### config.mk
export PLATFORM = sky130hd
export DESIGN_NAME = usx_pcs
export DESIGN_NICKNAME = d
export VERILOG_FILES = /design/src/design/usx_pkg.sv /design/src/design/usx_pcs.sv
export SDC_FILE = /design/constraint.sdc
export NUM_CORES = 2
export LEC_CHECK = 0
export BUFFER_PORTS_ARGS = -buffer_cell sky130_fd_sc_hd__clkbuf_2
export CORE_AREA = 2 2 475 477
export CTS_CLUSTER_DIAMETER = 60
export CTS_CLUSTER_SIZE = 40
export DETAILED_ROUTE_END_ITERATION = 8
export DIE_AREA = 0 0 477 479
export GPL_ROUTABILITY_DRIVEN = 0
export GPL_TIMING_DRIVEN = 0
export HOLD_SLACK_MARGIN = 0.1
export SLEW_MARGIN = 20
export SYNTH_ARGS = -nofsm -noshare
export SYNTH_HDL_FRONTEND = slang
export SYNTH_SLANG_ARGS = --single-unit
### constraint.sdc
create_clock -name sys_clk_i -period 50.6 [get_ports sys_clk_i]
set_clock_uncertainty 0.15 [all_clocks]
set_input_delay 10.12 -clock sys_clk_i [delete_from_list [all_inputs] [get_ports sys_clk_i]]
set_output_delay 10.12 -clock sys_clk_i [all_outputs]
set_load 0.02 [all_outputs]
### src/design/usx_pkg.sv
package usx_pkg;
    // Register byte offsets
    localparam logic [7:0] OFS_SD_CFG   = 8'h00;
    localparam logic [7:0] OFS_LOCK_ST  = 8'h04;
    localparam logic [7:0] OFS_PORT_RST = 8'h08;
    localparam logic [7:0] OFS_RADAPT   = 8'h0c;
    localparam logic [7:0] OFS_IRQ_ST   = 8'h10;
    localparam logic [7:0] OFS_IRQ_MASK = 8'h14;
    // signal_detect_config fields
    localparam int SIGNAL_DETECT_POLARITY_BIT = 0;
    localparam int SD_USE_BIT = 1;
    // pcs_lock_status fields
    localparam int LOCK_BIT   = 0;
    localparam int SIGDET_BIT = 1;
    localparam int LEVEL_LSB  = 8;
    // port_reset_control fields
    localparam int OWDIS_BIT  = 0;
    localparam int SPEED_LSB  = 4;
    // tx_rate_adapt_config fields
    localparam int GAP_LSB    = 0;
    localparam int ADD_LSB    = 8;
    localparam int DROP_LSB   = 16;
    localparam int LFDIS_BIT  = 24;
    // Interrupt status bits
    localparam int EV_SIG_LOST  = 0;
    localparam int EV_LOCK_LOST = 1;
    localparam int EV_ADD       = 2;
    localparam int EV_DROP      = 3;
    // Reset values
    localparam logic       RST_SIGNAL_DETECT_POLARITY   = 1'b1;
    localparam logic       RST_SD_USE   = 1'b0;
    localparam logic       RST_OW_DIS   = 1'b0;
    localparam logic [2:0] RST_SPEED    = 3'h5;
    localparam logic [1:0] RST_MIN_GAP  = 2'h1;
    localparam logic [3:0] RST_ADD_LVL  = 4'h4;
    localparam logic [3:0] RST_DROP_LVL = 4'h8;
    localparam logic       RST_LF_DIS   = 1'b0;
    // Speed codes
    localparam logic [2:0] SPD_10M  = 3'h0;
    localparam logic [2:0] SPD_100M = 3'h1;
    localparam logic [2:0] SPD_1G   = 3'h2;
    localparam logic [2:0] SPD_2G5  = 3'h3;
    localparam logic [2:0] SPD_5G   = 3'h4;
    // Replications per XGMII word, less one
    localparam logic [9:0] REP_10M  = 10'h3e7;
    localparam logic [9:0] REP_100M = 10'h063;
    localparam logic [9:0] REP_1G   = 10'h009;
    localparam logic [9:0] REP_2G5  = 10'h003;
    localparam logic [9:0] REP_5G   = 10'h001;
    localparam logic [9:0] REP_10G  = 10'h000;
    // XGMII control characters and ordered sets
    localparam logic [7:0] CH_IDLE  = 8'h07;
    localparam logic [7:0] CH_START = 8'hfb;
    localparam logic [7:0] CH_TERM  = 8'hfd;
    localparam logic [7:0] CH_SEQ   = 8'h9c;
    localparam logic [7:0] SEQ_LF   = 8'h01;
    localparam logic [7:0] SEQ_RF   = 8'h02;
    localparam logic [71:0] W_IDLE  = 72'hff_0707070707070707;
    localparam logic [71:0] W_LF    = 72'h11_0100009c_0100009c;
    // Each idle word carries two 4-byte transactions
    localparam logic [2:0] TRANS_PER_WORD = 3'h2;
endpackage

### src/design/usx_pcs.sv
`timescale 1ns/1ns
// How it works
// - Runs at 10, 100, 1000, 2500, 5000 and 10000 Mbps, full duplex only.
// - With the pin in use, signal counts as detected only when the pin level equals the polarity.
// - Signal-detect use 0 ignores the pin; 1 lets the pin decide presence.
// - Auto-negotiation restarts whenever no signal is present.
// - Read-only block-lock flag shows 1 while the receiver holds block lock.
// - At lower rates keep the first word of each replicated group only.
// - Discarded local or remote fault overwrites next word unless disabled.
// - While dropping, keep whole idle words until at least the minimum gap (0 to 3 transactions) follows each terminate.
// - Programmable add threshold, in 72-bit words of FIFO fill.
// - Programmable drop threshold, in 72-bit words of FIFO fill.
// - Send local fault while not aligned unless generation is disabled.

module usx_pcs #(
    parameter int DEPTH = 16
) (
    input  wire logic        sys_clk_i,
    input  wire logic        rst_i,
    input  wire logic [7:0]  avs_address_i,
    input  wire logic        avs_read_i,
    input  wire logic        avs_write_i,
    input  wire logic [31:0] avs_writedata_i,
    input  wire logic [3:0]  avs_byteenable_i,
    output logic      [31:0] avs_readdata_o,
    output logic             avs_waitrequest_o,
    output logic             irq_o,
    input  wire logic        signal_detect_i,
    input  wire logic        block_lock_i,
    output logic             aneg_restart_o,
    input  wire logic        rx_valid_i,
    input  wire logic [63:0] rx_data_i,
    input  wire logic [7:0]  rx_ctrl_i,
    output logic             rx_valid_o,
    output logic      [63:0] rx_data_o,
    output logic      [7:0]  rx_ctrl_o,
    input  wire logic        tx_valid_i,
    input  wire logic [63:0] tx_data_i,
    input  wire logic [7:0]  tx_ctrl_i,
    output logic             tx_ready_o,
    output logic             tx_valid_o,
    output logic      [63:0] tx_data_o,
    output logic      [7:0]  tx_ctrl_o,
    input  wire logic        tx_ready_i
);
    localparam int AW = $clog2(DEPTH);

    // Levels are 4-bit fields, so the FIFO must hold at least 16 words
    if (DEPTH < 16 || DEPTH != (1 << AW)) begin : g_chk
        $error("DEPTH must be a power of two of at least 16");
    end

    typedef struct packed {
        // Pin sync and configuration
        logic [1:0]              sd_sync;
        logic                    signal_detect_polarity;
        logic                    sd_use;
        logic                    ow_dis;
        logic [2:0]              speed;
        logic [1:0]              min_gap;
        logic [3:0]              add_lvl;
        logic [3:0]              drop_lvl;
        logic                    lf_dis;
        // Bus and interrupts
        logic [3:0]              irq_st;
        logic [3:0]              irq_mask;
        logic                    irq;
        logic                    ack;
        logic [31:0]             rdata;
        // Signal and lock watch
        logic                    aneg;
        logic                    sig_prev;
        logic                    lock_prev;
        // Receive replicator
        logic [9:0]              rep_cnt;
        logic                    flt_pend;
        logic [71:0]             flt_word;
        logic                    rx_vld;
        logic [71:0]             rx_word;
        // Transmit FIFO
        logic [DEPTH-1:0][71:0]  mem;
        logic [AW-1:0]           wp;
        logic [AW-1:0]           rp;
        logic [AW:0]             cnt;
        logic                    in_rdy;
        logic [2:0]              gap;
        logic                    out_fr;
        logic                    tx_vld;
        logic [71:0]             tx_word;
    } usx_state_t;

    usx_state_t s_ff;
    usx_state_t nxt_s;

    function automatic logic [9:0] rep_last(input logic [2:0] spd);
        case (spd)
            usx_pkg::SPD_10M:  rep_last = usx_pkg::REP_10M;
            usx_pkg::SPD_100M: rep_last = usx_pkg::REP_100M;
            usx_pkg::SPD_1G:   rep_last = usx_pkg::REP_1G;
            usx_pkg::SPD_2G5:  rep_last = usx_pkg::REP_2G5;
            usx_pkg::SPD_5G:   rep_last = usx_pkg::REP_5G;
            default:           rep_last = usx_pkg::REP_10G;
        endcase
    endfunction

    function automatic logic is_idle(input logic [71:0] w);
        is_idle = (w == usx_pkg::W_IDLE);
    endfunction

    function automatic logic has_ctl(input logic [71:0] w, input logic [7:0] ch);
        logic hit;
        hit = 1'b0;

        for (int i = 0; i < 8; i++) begin
            if (w[64+i] && w[8*i +: 8] == ch) begin
                hit = 1'b1;
            end
        end
        has_ctl = hit;
    endfunction

    function automatic logic is_fault(input logic [71:0] w);
        is_fault = w[64] && w[7:0] == usx_pkg::CH_SEQ
                   && (w[31:24] == usx_pkg::SEQ_LF || w[31:24] == usx_pkg::SEQ_RF);
    endfunction

    function automatic logic [31:0] reg_rd(input usx_state_t s, input logic [7:0] a,
                                           input logic sig, input logic lock);
        logic [31:0] v;
        v = 32'h0000_0000;

        case (a)
            usx_pkg::OFS_SD_CFG: begin
                v[usx_pkg::SIGNAL_DETECT_POLARITY_BIT] = s.signal_detect_polarity;
                v[usx_pkg::SD_USE_BIT] = s.sd_use;
            end
            usx_pkg::OFS_LOCK_ST: begin
                v[usx_pkg::LOCK_BIT]   = lock;
                v[usx_pkg::SIGDET_BIT] = sig;
                v[usx_pkg::LEVEL_LSB +: AW+1] = s.cnt;
            end
            usx_pkg::OFS_PORT_RST: begin
                v[usx_pkg::OWDIS_BIT]      = s.ow_dis;
                v[usx_pkg::SPEED_LSB +: 3] = s.speed;
            end
            usx_pkg::OFS_RADAPT: begin
                v[usx_pkg::GAP_LSB +: 2]  = s.min_gap;
                v[usx_pkg::ADD_LSB +: 4]  = s.add_lvl;
                v[usx_pkg::DROP_LSB +: 4] = s.drop_lvl;
                v[usx_pkg::LFDIS_BIT]     = s.lf_dis;
            end
            usx_pkg::OFS_IRQ_ST:   v[3:0] = s.irq_st;
            usx_pkg::OFS_IRQ_MASK: v[3:0] = s.irq_mask;
            default:               v = 32'h0000_0000;
        endcase

        reg_rd = v;
    endfunction

    logic        sig_ok;
    logic        lock;
    logic        req;
    logic        commit;
    logic [31:0] be_mask;
    logic [31:0] wv;
    logic [3:0]  ev;
    logic [71:0] in_w;
    logic [71:0] rx_in;
    logic        push;
    logic        keep;
    logic        pop;
    logic [71:0] head;

    always_comb begin
        nxt_s = s_ff;
        ev    = 4'h0;

        // Receiver lock shares this clock: no sync
        lock  = block_lock_i;
        // Without the pin in use the signal is always taken as present
        sig_ok = s_ff.sd_use ? (s_ff.sd_sync[1] == s_ff.signal_detect_polarity) : 1'b1;
        nxt_s.sd_sync = {s_ff.sd_sync[0], signal_detect_i};
        nxt_s.aneg    = !sig_ok;
        nxt_s.sig_prev  = sig_ok;
        nxt_s.lock_prev = lock;
        ev[usx_pkg::EV_SIG_LOST]  = s_ff.sig_prev && !sig_ok;
        ev[usx_pkg::EV_LOCK_LOST] = s_ff.lock_prev && !lock;

        // Bus: request seen, then one cycle with waitrequest low
        req     = (avs_read_i || avs_write_i) && !s_ff.ack;
        commit  = s_ff.ack && (avs_read_i || avs_write_i);
        nxt_s.ack = req;
        if (req) begin
            nxt_s.rdata = reg_rd(s_ff, avs_address_i, sig_ok, lock);
        end

        for (int i = 0; i < 4; i++) begin
            be_mask[8*i +: 8] = {8{avs_byteenable_i[i]}};
        end

        wv = (reg_rd(s_ff, avs_address_i, sig_ok, lock) & ~be_mask)
             | (avs_writedata_i & be_mask);

        if (commit && avs_write_i) begin
            case (avs_address_i)
                usx_pkg::OFS_SD_CFG: begin
                    nxt_s.signal_detect_polarity = wv[usx_pkg::SIGNAL_DETECT_POLARITY_BIT];
                    nxt_s.sd_use = wv[usx_pkg::SD_USE_BIT];
                end
                usx_pkg::OFS_PORT_RST: begin
                    nxt_s.ow_dis = wv[usx_pkg::OWDIS_BIT];
                    nxt_s.speed  = wv[usx_pkg::SPEED_LSB +: 3];
                end
                usx_pkg::OFS_RADAPT: begin
                    nxt_s.min_gap  = wv[usx_pkg::GAP_LSB +: 2];
                    nxt_s.add_lvl  = wv[usx_pkg::ADD_LSB +: 4];
                    nxt_s.drop_lvl = wv[usx_pkg::DROP_LSB +: 4];
                    nxt_s.lf_dis   = wv[usx_pkg::LFDIS_BIT];
                end
                usx_pkg::OFS_IRQ_MASK: nxt_s.irq_mask = wv[3:0];
                default: nxt_s.irq_mask = s_ff.irq_mask;
            endcase
        end

        // Receive replicator
        rx_in = {rx_ctrl_i, rx_data_i};
        nxt_s.rx_vld = 1'b0;

        if (rx_valid_i) begin
            nxt_s.rep_cnt = (s_ff.rep_cnt >= rep_last(s_ff.speed)) ? 10'h000
                            : s_ff.rep_cnt + 10'h001;
            if (s_ff.rep_cnt == 10'h000) begin
                nxt_s.rx_vld  = 1'b1;
                nxt_s.rx_word = rx_in;
                if (s_ff.flt_pend && !s_ff.ow_dis) begin
                    nxt_s.rx_word = s_ff.flt_word;
                end
                nxt_s.flt_pend = 1'b0;
            end else if (is_fault(rx_in)) begin
                nxt_s.flt_pend = 1'b1;
                nxt_s.flt_word = rx_in;
            end
        end

        // Transmit rate-adaptation FIFO, write side
        in_w = {tx_ctrl_i, tx_data_i};
        push = tx_valid_i && s_ff.in_rdy;
        keep = push;

        if (push) begin
            if (has_ctl(in_w, usx_pkg::CH_TERM)) begin
                nxt_s.gap = 3'h0;
            end else if (is_idle(in_w)) begin
                // Idle beyond the kept gap is dropped when too full
                if (s_ff.cnt > (AW+1)'(s_ff.drop_lvl)
                    && s_ff.gap >= {1'b0, s_ff.min_gap}) begin
                    keep = 1'b0;
                    ev[usx_pkg::EV_DROP] = 1'b1;
                end else if (s_ff.gap < 3'h4) begin
                    nxt_s.gap = s_ff.gap + usx_pkg::TRANS_PER_WORD;
                end
            end
        end

        if (keep) begin
            nxt_s.mem[s_ff.wp] = in_w;
            nxt_s.wp = s_ff.wp + AW'(1);
        end

        // Read side into the output register
        pop  = 1'b0;
        head = s_ff.mem[s_ff.rp];

        if (!s_ff.tx_vld || tx_ready_i) begin
            nxt_s.tx_vld = 1'b1;
            if (!lock && !s_ff.lf_dis) begin
                nxt_s.tx_word = usx_pkg::W_LF;
            end else if (s_ff.cnt == '0
                         || (s_ff.cnt < (AW+1)'(s_ff.add_lvl) && !s_ff.out_fr)) begin
                // Below the add level, adding only between frames; an empty FIFO adds idle even mid-frame
                nxt_s.tx_word = usx_pkg::W_IDLE;
                ev[usx_pkg::EV_ADD] = 1'b1;
            end else begin
                pop = 1'b1;
                nxt_s.tx_word = head;
                nxt_s.rp = s_ff.rp + AW'(1);
                if (has_ctl(head, usx_pkg::CH_TERM)) begin
                    nxt_s.out_fr = 1'b0;
                end else if (has_ctl(head, usx_pkg::CH_START)) begin
                    nxt_s.out_fr = 1'b1;
                end
            end
        end

        nxt_s.cnt = s_ff.cnt + (AW+1)'(keep) - (AW+1)'(pop);
        // Ready leaves one word of slack for the push in flight
        nxt_s.in_rdy = nxt_s.cnt < (AW+1)'(DEPTH - 1);

        // Interrupts: a new event beats the read that clears
        if (commit && avs_read_i && avs_address_i == usx_pkg::OFS_IRQ_ST) begin
            nxt_s.irq_st = 4'h0;
        end
        nxt_s.irq_st = nxt_s.irq_st | ev;
        nxt_s.irq    = |(nxt_s.irq_st & nxt_s.irq_mask);
    end

    always_ff @(posedge sys_clk_i or posedge rst_i) begin
        if (rst_i) begin
            s_ff          <= '0;

            s_ff.signal_detect_polarity   <= usx_pkg::RST_SIGNAL_DETECT_POLARITY;
            s_ff.sd_use   <= usx_pkg::RST_SD_USE;
            s_ff.ow_dis   <= usx_pkg::RST_OW_DIS;
            s_ff.speed    <= usx_pkg::RST_SPEED;
            s_ff.min_gap  <= usx_pkg::RST_MIN_GAP;
            s_ff.add_lvl  <= usx_pkg::RST_ADD_LVL;
            s_ff.drop_lvl <= usx_pkg::RST_DROP_LVL;
            s_ff.lf_dis   <= usx_pkg::RST_LF_DIS;
            s_ff.in_rdy   <= 1'b1;
            s_ff.sig_prev <= 1'b1;
        end else begin
            s_ff <= nxt_s;
        end
    end

    assign avs_readdata_o    = s_ff.rdata;
    assign avs_waitrequest_o = !s_ff.ack;
    assign irq_o             = s_ff.irq;
    assign aneg_restart_o    = s_ff.aneg;
    assign rx_valid_o        = s_ff.rx_vld;
    assign rx_data_o         = s_ff.rx_word[63:0];
    assign rx_ctrl_o         = s_ff.rx_word[71:64];
    assign tx_ready_o        = s_ff.in_rdy;
    assign tx_valid_o        = s_ff.tx_vld;
    assign tx_data_o         = s_ff.tx_word[63:0];
    assign tx_ctrl_o         = s_ff.tx_word[71:64];

endmodule

==> flow_metrics.py <==
metrics = {
    "status": {
        "status": "complete, no violations",
    },
    "final_layout": {
        "area_growth_pct": 16.8,
        "fin_cells": 8321,
        "drive_gt1_frac": 0.461,
        "final_core_util": 0.348,
        "num-nets-final": 5435,
    },
    "clocking": {
        "cts_hold_buf": 0,
        "cts_buffers": 113,
        "postCtsSetupBuffers": 0,
        "ctsResizeCount": 0,
        "cts-root-buf": "clkbuf_16",
        "clock_sinks": 1447,
        "path_clk_slew_ns": 0.07,
        "cts_max_level": 3,
        "clock_latency_ns": 0.83,
        "tritoncts": "done",
        "cts.path.max_buffers": 3,
    },
    "pwr": {
        "power.density_nw_per_um2": 64.8,
        "p_total_w": 0.00504,
        "power_frac_seq": 0.375,
        "peakVddDrop_mv": 0.0516,
        "p_leak_nw": 36.3,
        "p_int_w": 0.00305,
        "p_switching_w": 0.00199,
        "p_clk_frac": 0.202,
        "swShare": 0.395,
        "comb_power_share": 0.423,
    },
    "die": {
        "initial_utilization": 0.298,
        "coreArea_um2": 224000,
        "die_area_um2": 228000,
        "die_y_um": 479,
        "boundaryPins": 379,
        "die_width_um": 477,
        "rows": 174,
    },
    "global_routing": {
        "grt_max_degree": 37,
        "grt_pass1_wl_um": 347000,
        "antenna_found_initial": 51,
        "grt_overflow": 0,
        "gr-usage-all-layers": 0.213,
        "grt_pass1_vias": 44761,
    },
    "routing": {
        "wl_um": 248000,
        "drt_iter0_drc": 4448,
        "final_antenna_net_count": 0,
        "vias": 44243,
        "routedWlPerCell_um": 29.8,
        "first_pass_iters": 6,
        "remaining_drc_errors": 0,
        "vias_per_cell": 5.32,
    },
    "setup_path": {
        "critPathMaxFanout": 10,
        "cpLargestDelayFamily": "simple AND/OR/NAND/NOR gates",
        "critPathSlowestCell": "nor2_2",
        "r2r_start": "s_ff[85]",
        "ff2ff_setup_slack_ns": 44.99,
        "path_cells": "clkbuf_2, nand3_1, nor3_1, nand3_1, inv_1, a21oi_4, nand2_1, nor2_2, buf_2, mux2_2",
        "worstPathRequired_ns": 51.06,
        "slowest_delay_ns": 0.90,
        "critPathMostFrequentCell": "nand3_1",
        "start_kind": "primary input",
        "critPathKind": "in -> reg",
        "crit_path_end_kind": "flip-flop",
        "worstPathArrival_ns": 14.20,
        "startpoint": "tx_ctrl_i[0]",
        "rr_endpoint": "s_ff[73]",
        "rr_worst_depth": 12,
        "crit_buf_inv": 3,
    },
    "place": {
        "dp_hpwl_um": 175000,
        "place_inst": 8084,
        "io_buffers": 346,
    },
    "sta": {
        "fin_setup_tns_ns": 0,
        "rsz0062_at_grt": "false",
        "hold_viol": 0,
        "tightest_slew_ns": 1.29,
        "relSlewSlack": 0.137,
        "max_freq_mhz": 72.8,
        "setup_violations": 0,
        "whs_ns": 0.203,
        "slew_viol_final": 0,
        "post-route-min-period_ns": 13.74,
        "fin_crit_sh": 0.271,
    },
    "logic_synthesis": {
        "avgSynthCellArea_um2": 14.3,
        "synth_cell_types": 66,
        "async_flop_share": 1.00,
        "ys_seq_area_frac": 0.544,
        "synth_common_cells": "1439 x dfrtp_1, 1202 x mux2_2, 301 x mux2i_1",
        "synth_area_leaders": "dfrtp_1 54%, mux2_2 20%, mux4_2 6.1%",
        "synth_ff_type": "dfrtp_1",
        "synth_edf_count": 0,
        "yosysWarnings": 0,
        "synth.most_common_cell": "dfrtp_1",
        "synth_top_area_share": 0.541,
        "synth_top_cell_by_area": "dfrtp_1",
        "synth_area_um2": 66600,
        "synth_seq_cells": 1447,
        "syn_inst": 4671,
    },
    "worst_hold_path": {
        "hold_path_depth": 0,
        "min_from": "nxt_s[1462]",
        "holdPathEnd": "s_ff[1462]",
        "hold_class": "reg -> reg",
    },
    "run": {
        "max_cap_violations": 0,
    },
}
[metal layers]
layer,up-vias,GRT usage,wire length (µm)
met5,-,0,168
met1,23489,0.264,96700
li1,18070,-,-
met2,2047,0.333,113000
met3,613,0.0572,21500
met4,24,0.130,17000
[layout by cell type, fill, tap and decap left out, types with 13 or more instances in the layout]
cell type  instances
dfrtp_1         1439
mux2_2          1202
clkbuf_2         369
mux2i_1          301
nand2_1          211
buf_4            187
mux4_2           181
o21ai_0          173
buf_2            150
clkbuf_1         132
clkbuf_16        114
a221oi_1         106
a22oi_1           62
nor2_1            60
buf_12            50
a22o_1            46
inv_1             36
ha_1              30
mux2_1            29
nand4_1           28
buf_6             26
diode_2           24
nor2b_1           20
clkinv_8          20
a21oi_1           19
inv_6             19
nand3_1           17
nor3b_1           16
conb_1            16
inv_8             16
buf_8             13
[power by group through the flow]
stage          clock [W]  combinational [W]  sequential, W
2_1_floorplan          0            0.00133        0.00184
3_3_place_gp           0            0.00204        0.00191
3_5_place_dp           0            0.00210        0.00191
4_1_cts          0.00103            0.00210        0.00188
5_1_grt          0.00108            0.00220        0.00194
6_report         0.00102            0.00213        0.00189
[registers in the layout, indices dropped and copies added (netlist names)]
register        cells
s_ff             1280
rx_data_o          64
tx_data_o          64
avs_readdata_o     17
rx_ctrl_o           8
tx_ctrl_o           8
aneg_restart_o      1
irq_o               1
nxt_s               1
rx_valid_o          1
tx_ready_o          1
tx_valid_o          1
[worst max path at each step]
stage / cells after the start / slack (ns) / to
final: 10 / 36.86 / s_ff[712]
after global routing: 10 / 36.98 / s_ff[712]
after CTS: 11 / 36.97 / s_ff[930]
after detailed placement: 11 / 36.19 / s_ff[926]
after global placement: 2 / 12.11 / s_ff[817]
after floorplan: 1 / 20.31 / aneg_restart_o
[per-stage QoR]
stage,instance area [µm²],worst slack (ns)
after global routing,77800,36.98
final,77800,36.86
after detailed placement,73500,36.19
after global placement,72100,12.11
after CTS,77700,36.97
after floorplan,66600,20.31
[cells by family (layout without fill, tap and decap cells)]
logic type,count (synthesis),in the layout,share of synthesized area
buf+inv,567,1187,0.0508
other cells,2,40,0.000113
fa+ha+maj,31,31,0.00594
flops,1447,1447,0.544
xor+xnor,15,15,0.00197
compound gates,445,445,0.0463
mux,1722,1722,0.318
simple gates,442,442,0.0326
[final cells by class]
class,count,area (µm²)
buffer,530,3280
antenna,24,60.1
tap,2992,3740
multi-input combinational,2671,27100
clock buffer,118,2900
inverter,37,143
clock inverter,95,1340
fill,21604,146000
sequential,1447,36200
timing repair buffer,407,3000
Note: power is estimated with default switching activity, not from simulation.
